[src/common/wdt_consts.svh]
// Watchdog/interval timer constants: register offsets, fields, reset values
// Assumes a 32-bit APB slave with one register per aligned word
`ifndef WDT_CONSTS_SVH
`define WDT_CONSTS_SVH
`define WDT_ADDR_W 8
`define WDT_OFF_CLKSEL 8'h00
`define WDT_OFF_MODE 8'h04
`define WDT_OFF_STATUS 8'h08
`define WDT_OFF_IRQCTL 8'h0c
`define WDT_BIT_RUN 7
`define WDT_BIT_LOOP 4
`define WDT_BIT_ACTION 3
`define WDT_BIT_FLAG 0
`define WDT_BIT_MASK 1
`define WDT_RESET_BYTE 8'h00
`define WDT_PRESC_W 4
`define WDT_SEL_P11 3'h0
`define WDT_SEL_P13 3'h2
`define WDT_SEL_P15 3'h4
`define WDT_SEL_P17 3'h6
`define WDT_TAP_P11 5'h0b
`define WDT_TAP_P13 5'h0d
`define WDT_TAP_P15 5'h0f
`define WDT_TAP_P17 5'h11
`define WDT_CNT_W 17
`endif

[src/common/wdt_pkg.sv]
// Types for the watchdog/interval timer
// Assumes the constants header is included by the design
package wdt_pkg;
  typedef enum logic [1:0] {
    MODE_STOP,
    MODE_INTERVAL,
    MODE_WD_NMI,
    MODE_WD_RESET
  } wd_mode_t;
endpackage : wdt_pkg

[src/core/watchdog_interval_timer.sv]
// Watchdog and interval timer with an APB register file
// Assumes a synchronous system clock, halt/stop status from the core, and an
// interrupt controller that applies priority among maskable sources
//
// What this block does
// - Loop select bit 4 set means watchdog mode
// - Clock select codes give 2^11..2^17 periods
// - Writing run bit 1 starts counting unless mode is 00
// - Each run write restarts count from zero
// - Watchdog overflow gives reset or NMI per bit3
// - Watchdog counts in halt, freezes in stop
// - Prescaler not cleared; first period slightly short
// - Mode 01 gives repeating interval events
// - Interval counting waits for run bit
// - Interval event is maskable, gated by mask
// - Interval request has top maskable priority
// - Interval counts in halt, freezes in stop
// - Loop select set locks out interval mode
// - Run bit ignores writes of zero
// - Mode bits ignore writes of zero
// - Pending flag on watchdog select raises NMI
// - Reset clears mode and clock select registers
//
// Design decisions made here: the register offsets and the APB slave port.
`include "wdt_consts.svh"
`timescale 1ns/1ps
`default_nettype none
module watchdog_interval_timer #(
  parameter int PRESC_W = `WDT_PRESC_W,
  parameter int CNT_W = `WDT_CNT_W
) (
  input wire logic core_clk,
  input wire logic rst_n,
  input wire logic psel,
  input wire logic penable,
  input wire logic pwrite,
  input wire logic [31:0] paddr,
  input wire logic [31:0] pwdata,
  output logic [31:0] prdata,
  output logic pready,
  output logic pslverr,
  input wire logic cpu_halt,
  input wire logic cpu_stop,
  output logic interval_irq_request,
  output logic interval_irq_high_priority,
  output logic wd_nmi,
  output logic wd_reset_req
);
  localparam int PW = PRESC_W + CNT_W;

  // Register state
  logic [2:0] wd_clock_select_register_q;
  logic run_q;
  logic loop_detect_select_q;
  logic overflow_action_select_q;
  logic interval_irq_flag_q;
  logic interval_irq_mask_q;

  // Timer state
  logic [PRESC_W-1:0] presc_q;
  logic [PRESC_W-1:0] presc_d;
  logic [CNT_W-1:0] cnt_q;
  logic [CNT_W-1:0] cnt_d;
  logic [CNT_W-1:0] cnt_last;
  logic [PW-1:0] period_full;
  logic [4:0] tap;
  logic presc_wrap;
  logic overflow;
  logic counting;

  // Bus decode
  logic setup_cyc;
  logic wr_cyc;
  logic rd_cyc;
  logic sel_ok;
  logic [`WDT_ADDR_W-1:0] addr;
  logic hit_clksel;
  logic hit_mode;
  logic hit_status;
  logic hit_irqctl;
  logic [31:0] rd_word;

  // Write strobes
  logic clksel_wr;
  logic run_wr;
  logic loop_set;
  logic act_set;
  logic irqctl_wr;
  logic flag_set;
  logic flag_clr;

  // Mode and event terms
  wdt_pkg::wd_mode_t mode;
  logic irq_level;
  logic nmi_event;
  logic reset_event;
  logic pending_nmi;

  // Address decode
  assign addr = paddr[`WDT_ADDR_W-1:0];
  assign hit_clksel = (addr == `WDT_OFF_CLKSEL);
  assign hit_mode = (addr == `WDT_OFF_MODE);
  assign hit_status = (addr == `WDT_OFF_STATUS);
  assign hit_irqctl = (addr == `WDT_OFF_IRQCTL);
  assign sel_ok = hit_clksel || hit_mode || hit_status || hit_irqctl;
  assign setup_cyc = psel && !penable;
  assign wr_cyc = psel && penable && pwrite && pready;
  assign rd_cyc = setup_cyc && !pwrite;

  // Write strobes; zeros written to the mode bits are ignored
  assign clksel_wr = wr_cyc && hit_clksel;
  assign run_wr = wr_cyc && hit_mode && pwdata[`WDT_BIT_RUN];
  assign loop_set = wr_cyc && hit_mode && pwdata[`WDT_BIT_LOOP];
  assign act_set = wr_cyc && hit_mode && pwdata[`WDT_BIT_ACTION];
  assign irqctl_wr = wr_cyc && hit_irqctl;

  // Mode from the two mode bits
  always_comb
  begin
    unique case ({loop_detect_select_q, overflow_action_select_q})
      2'b00: mode = wdt_pkg::MODE_STOP;
      2'b01: mode = wdt_pkg::MODE_INTERVAL;
      2'b10: mode = wdt_pkg::MODE_WD_NMI;
      2'b11: mode = wdt_pkg::MODE_WD_RESET;
    endcase
  end

  // Prescaler tap for the selected period; prohibited codes fall back to 2^11
  always_comb
  begin
    unique case (wd_clock_select_register_q)
      `WDT_SEL_P13: tap = `WDT_TAP_P13;
      `WDT_SEL_P15: tap = `WDT_TAP_P15;
      `WDT_SEL_P17: tap = `WDT_TAP_P17;
      default: tap = `WDT_TAP_P11;
    endcase
  end

  // Last count value of the selected period
  assign period_full = {{(PW-1){1'b0}}, 1'b1} << tap;
  assign cnt_last = CNT_W'(period_full >> PRESC_W) - {{(CNT_W-1){1'b0}}, 1'b1};

  // Counting: halt keeps running, stop freezes; restart clears only the count
  assign presc_wrap = (presc_q == {PRESC_W{1'b1}});
  assign counting = run_q && (mode != wdt_pkg::MODE_STOP) && !cpu_stop;
  assign overflow = counting && presc_wrap && (cnt_q == cnt_last);
  assign presc_d = cpu_stop ? presc_q : presc_q + {{(PRESC_W-1){1'b0}}, 1'b1};

  // Count register next value
  always_comb
  begin
    cnt_d = cnt_q;
    if (run_wr)
      cnt_d = {CNT_W{1'b0}};
    else if (overflow)
      cnt_d = {CNT_W{1'b0}};
    else if (counting && presc_wrap)
      cnt_d = cnt_q + {{(CNT_W-1){1'b0}}, 1'b1};
  end

  // Interval flag terms; hardware set wins over software clear
  assign flag_set = overflow && (mode == wdt_pkg::MODE_INTERVAL);
  assign flag_clr = irqctl_wr && !pwdata[`WDT_BIT_FLAG];

  // Event terms
  assign irq_level = interval_irq_flag_q && !interval_irq_mask_q && (mode == wdt_pkg::MODE_INTERVAL);
  assign pending_nmi = loop_set && !loop_detect_select_q && interval_irq_flag_q;
  assign nmi_event = (overflow && (mode == wdt_pkg::MODE_WD_NMI)) ||
                     pending_nmi;
  assign reset_event = overflow && (mode == wdt_pkg::MODE_WD_RESET);

  // Read data multiplexer
  always_comb
  begin
    unique case (addr)
      `WDT_OFF_CLKSEL: rd_word = {29'h0, wd_clock_select_register_q};
      `WDT_OFF_MODE: rd_word = {24'h0, run_q, 2'b00, loop_detect_select_q, overflow_action_select_q, 3'b000};
      `WDT_OFF_STATUS: rd_word = {31'h0, interval_irq_flag_q};
      `WDT_OFF_IRQCTL: rd_word = {30'h0, interval_irq_mask_q, interval_irq_flag_q};
      default: rd_word = 32'h0000_0000;
    endcase
  end

  // Bus ready: one access cycle after every setup
  always_ff @(posedge core_clk)
  begin
    if (!rst_n)
      pready <= 1'b0;
    else
      pready <= setup_cyc;
  end

  // Bus error on unmapped addresses
  always_ff @(posedge core_clk)
  begin
    if (!rst_n)
      pslverr <= 1'b0;
    else
      pslverr <= setup_cyc && !sel_ok;
  end

  // Read data, zero for writes and unmapped reads
  always_ff @(posedge core_clk)
  begin
    if (!rst_n)
    begin
      prdata <= 32'h0000_0000;
    end
    else if (setup_cyc)
    begin
      prdata <= rd_cyc ? rd_word : 32'h0000_0000;
    end
  end

  // Clock select register
  always_ff @(posedge core_clk)
  begin
    if (!rst_n)
    begin
      wd_clock_select_register_q <= 3'h0;
    end
    else if (clksel_wr)
    begin
      wd_clock_select_register_q <= pwdata[2:0];
    end
  end

  // Run bit: set only, cleared by reset
  always_ff @(posedge core_clk)
  begin
    if (!rst_n)
    begin
      run_q <= 1'b0;
    end
    else if (run_wr)
    begin
      run_q <= 1'b1;
    end
  end

  // Loop select bit: set only
  always_ff @(posedge core_clk)
  begin
    if (!rst_n)
    begin
      loop_detect_select_q <= 1'b0;
    end
    else if (loop_set)
    begin
      loop_detect_select_q <= 1'b1;
    end
  end

  // Action select bit: set only
  always_ff @(posedge core_clk)
  begin
    if (!rst_n)
    begin
      overflow_action_select_q <= 1'b0;
    end
    else if (act_set)
    begin
      overflow_action_select_q <= 1'b1;
    end
  end

  // Prescaler, held while cpu_stop is high, never cleared by a restart
  always_ff @(posedge core_clk)
  begin
    if (!rst_n)
      presc_q <= {PRESC_W{1'b0}};
    else
      presc_q <= presc_d;
  end

  // Period counter
  always_ff @(posedge core_clk)
  begin
    if (!rst_n)
      cnt_q <= {CNT_W{1'b0}};
    else
      cnt_q <= cnt_d;
  end

  // Interval request flag
  always_ff @(posedge core_clk)
  begin
    if (!rst_n)
    begin
      interval_irq_flag_q <= 1'b0;
    end
    else if (flag_set)
    begin
      interval_irq_flag_q <= 1'b1;
    end
    else if (flag_clr)
    begin
      interval_irq_flag_q <= 1'b0;
    end
  end

  // Interval mask, masked after reset
  always_ff @(posedge core_clk)
  begin
    if (!rst_n)
    begin
      interval_irq_mask_q <= 1'b1;
    end
    else if (irqctl_wr)
    begin
      interval_irq_mask_q <= pwdata[`WDT_BIT_MASK];
    end
  end

  // Maskable interval request
  always_ff @(posedge core_clk)
  begin
    if (!rst_n)
    begin
      interval_irq_request <= 1'b0;
    end
    else
    begin
      interval_irq_request <= irq_level;
    end
  end

  // Top priority marker follows the request
  always_ff @(posedge core_clk)
  begin
    if (!rst_n)
      interval_irq_high_priority <= 1'b0;
    else
      interval_irq_high_priority <= irq_level;
  end

  // Non-maskable interrupt pulse
  always_ff @(posedge core_clk)
  begin
    if (!rst_n)
    begin
      wd_nmi <= 1'b0;
    end
    else
    begin
      wd_nmi <= nmi_event;
    end
  end

  // Reset request pulse
  always_ff @(posedge core_clk)
  begin
    if (!rst_n)
      wd_reset_req <= 1'b0;
    else
      wd_reset_req <= reset_event;
  end
endmodule : watchdog_interval_timer
`default_nettype wire
[config.mk]
export PLATFORM = sky130hd
export DESIGN_NAME = watchdog_interval_timer
export DESIGN_NICKNAME = d
export VERILOG_FILES = /design/src/common/wdt_pkg.sv /design/src/core/watchdog_interval_timer.sv
export VERILOG_INCLUDE_DIRS = /design/src /design/src/common
export SDC_FILE = /design/constraint.sdc
export NUM_CORES = 1
export LEC_CHECK = 0
export ABC_AREA = 1
export BUFFER_PORTS_ARGS = -buffer_cell sky130_fd_sc_hd__buf_2
export CAP_MARGIN = 30
export CORE_MARGIN = 4
export CORE_UTILIZATION = 42
export DETAILED_ROUTE_END_ITERATION = 10
export GPL_ROUTABILITY_DRIVEN = 0
export GPL_TIMING_DRIVEN = 0
export PLACE_DENSITY = 0.76
export SKIP_CTS_REPAIR_TIMING = 1
export SYNTH_ARGS = -nofsm -noshare
export SYNTH_HDL_FRONTEND = slang
export SYNTH_SLANG_ARGS = --single-unit
[constraint.sdc]
create_clock -name core_clk -period 1.45 [get_ports core_clk]
set_clock_uncertainty 0.05 [all_clocks]
set_input_delay 0.29 -clock core_clk [delete_from_list [all_inputs] [get_ports core_clk]]
set_output_delay 0.29 -clock core_clk [all_outputs]
set_load 0.01 [all_outputs]
==> results.tsv <==
metric	value	unit
status	complete, but fails checks	
violations	setup timing	
maxCapViolations	0	
hold_slack	0.187	ns
drc_errors	0	
synth_xor_area_frac	0.0299	
drive_above_1_share	0.309	
antenna_found_initial	0	
numCtsBuffers	5	
synth_area	0.00235	mm²
finalCritPeriodShare	1.08	
crit_path_frequent_cell	nand3_4	
cp_slowest_cell	dfxtp_2	
cts_tree	built	
critPathKind	reg2reg	
finalInstanceArea	0.00302	mm²
cts.reportedPaths.clkPinSlew	0.08	ns
num_vias	2290	
drtIter0Drc	119	
insertion_delay	0.30	ns
start_kind	register	
die_y	82.7	µm
ys_warn_count	0	
viasPerCell	4.64	
final-max-slew-violation-count	0	
yosysUniqueCellTypes	31	
grt-ovfl-total	0	
cts_sinks	40	
root_buffer	clkbuf_8	
grt_max_degree	15	
synth_seq_cells	40	
wl	5290	µm
grt_pass1_wl	8470	µm
path_cells	ha_4 > nand3_4 > nor2_8 > nand2_4 > nor2_4 > nand3_2 > nand3_4 > clkbuf_16 > nor2_2	
placed_cell_area	0.00272	mm²
critPathArrivalTime	1.71	ns
ios	109	
core.rowCount	26	
grt_pass1_vias	1982	
synthMuxAreaShare	0	
power_leakage	1.35	nW
fmax	641	MHz
wire_per_inst	10.7	µm
io_buffers	31	
timing.critical_path.buf_inv	1	
start_util	0.445	
grt_usage	0.158	
p_total	2.27	mW
setup_violations	15	
die_area	0.00685	mm²
htreeDepth	2	
layout.cells.non_filler	494	
synthToLayoutAreaGrowth	28.9	%
yosysTopAreaCellShare	0.341	
dr.pass1.iters	4	
ant_nets	0	
synthCells	347	
critPathTopFamily	simple AND/OR/NAND/NOR gates	
slowest_delay	0.36	ns
layout_common_cells	80 x nand2_1, 47 x nor2_1, 40 x buf_4	
synth_adder_area_share	0.0160	
finalHoldViolations	0	
final_common_cell	nand2_1	
die_x	82.7	µm
crit_required	1.60	ns
path_max_fanout	7	
place_inst	473	
synth_top_family_by_area	simple AND/OR/NAND/NOR gates	
ir_drop	0.506	mV
period_minus_slack	1.56	ns
synth_area_per_cell	6.76	µm²
core-area	0.00527	mm²
nNetsFinal	497	
hold_path.class	in2reg	
rsz0062_at_grt	true	
crit_path_end_kind	register	
p_per_area	749	mW/mm²
post-dp-hpwl	3880	µm
ys_top_cells_by_area	dfxtp_1 34%, nand2_1 13%, nor2_1 9.1%, buf_4 8.6%, a21oi_1 5.5%	
yosys.area_share.simple	0.376	
synth_top_cell_by_area	dfxtp_1	
synth_seq_area_share	0.341	
antenna_cells	0	
cts_buffer_depth	2	
synth_compound_area_frac	0.0848	
setup_slack	-0.110	ns
state kept, by name, summed over array words and instances, names as in the netlist:
signal                      flops
cnt_q                          17
interval_irq_flag_q             1
interval_irq_high_priority      1
interval_irq_mask_q             1
loop_detect_select_q            1
overflow_action_select_q        1
prdata                          6
pready                          1
presc_q                         4
pslverr                         1
run_q                           1
wd_clock_select_register_q      3
wd_nmi                          1
wd_reset_req                    1
power breakdown:
| part | total [mW] | switching [mW] | internal [mW] |
|---|---|---|---|
| combinational | 0.206 | 0.105 | 0.101 |
| sequential | 1.11 | 0.00570 | 1.10 |
| clock | 0.953 | 0.435 | 0.519 |
logic make-up after synthesis:
family,count (synthesis)
AND/OR/NAND/NOR,194
buffers and inverters,62
flip-flops,40
AO/OA/AOI/OAI,39
XOR/XNOR,8
adder cells (fa/ha/maj),3
other,1
Yosys cell counts, drive strengths merged:
cell type	number
or2	1
nand3	25
xnor2	4
ha	3
xor2	4
nand2	84
inv	30
nor3b	1
and2	2
clkbuf	2
o21ai	12
nand3b	1
conb	1
nor4	3
a21oi	26
nor2	69
nor3	1
buf	30
a32oi	1
dfxtp	40
nand4	7
through the flow:
stage          worst slack, ns  TNS (ns)   util
3_3_place_gp            -0.244     -3.55  0.516
5_1_grt                 -0.196     -3.09  0.574
2_1_floorplan         -0.00255  -0.00316      -
3_5_place_dp            -0.260     -4.11  0.516
4_1_cts                 -0.255     -3.27  0.538
6_report                -0.110     -1.39  0.574
final cells by class:
type / instances / area [µm²]
Sequential cell: 40 / 818
Multi-Input combinational cell: 270 / 1380
Clock buffer: 5 / 68.8
Tap cell: 70 / 87.6
Timing Repair Buffer: 44 / 270
Fill cell: 504 / 2250
Buffer: 32 / 243
Clock inverter: 3 / 46.3
Inverter: 30 / 113
worst min-delay path: stages:
cell and delay [ns]:
buf_2 0.07, o21ai_0 0.07, nor2_1 0.08
final timing paths:
| check | slack (ns) | cells after the start | endpoint | start |
|---|---|---|---|---|
| max | -0.11 | 9 | cnt_q[5] | presc_q[0] |
| min | 0.19 | 3 | wd_clock_select_register_q[2] | pwdata[2] |
| max reg2reg | -0.11 | 9 | cnt_q[5] | presc_q[0] |
| min reg2reg | 0.42 | 2 | prdata[2] | prdata[2] |
routing by layer:
layer,wire length (µm),vias to the layer above,share of wire,global-route usage
met3,384,14,0.073,0.0358
met4,110,0,0.021,0.0605
met2,2470,75,0.47,0.270
li1,-,1205,-,-
met1,2330,996,0.44,0.191
met5,0,-,0,0
No activity file was read; power rests on OpenSTA's default activity.
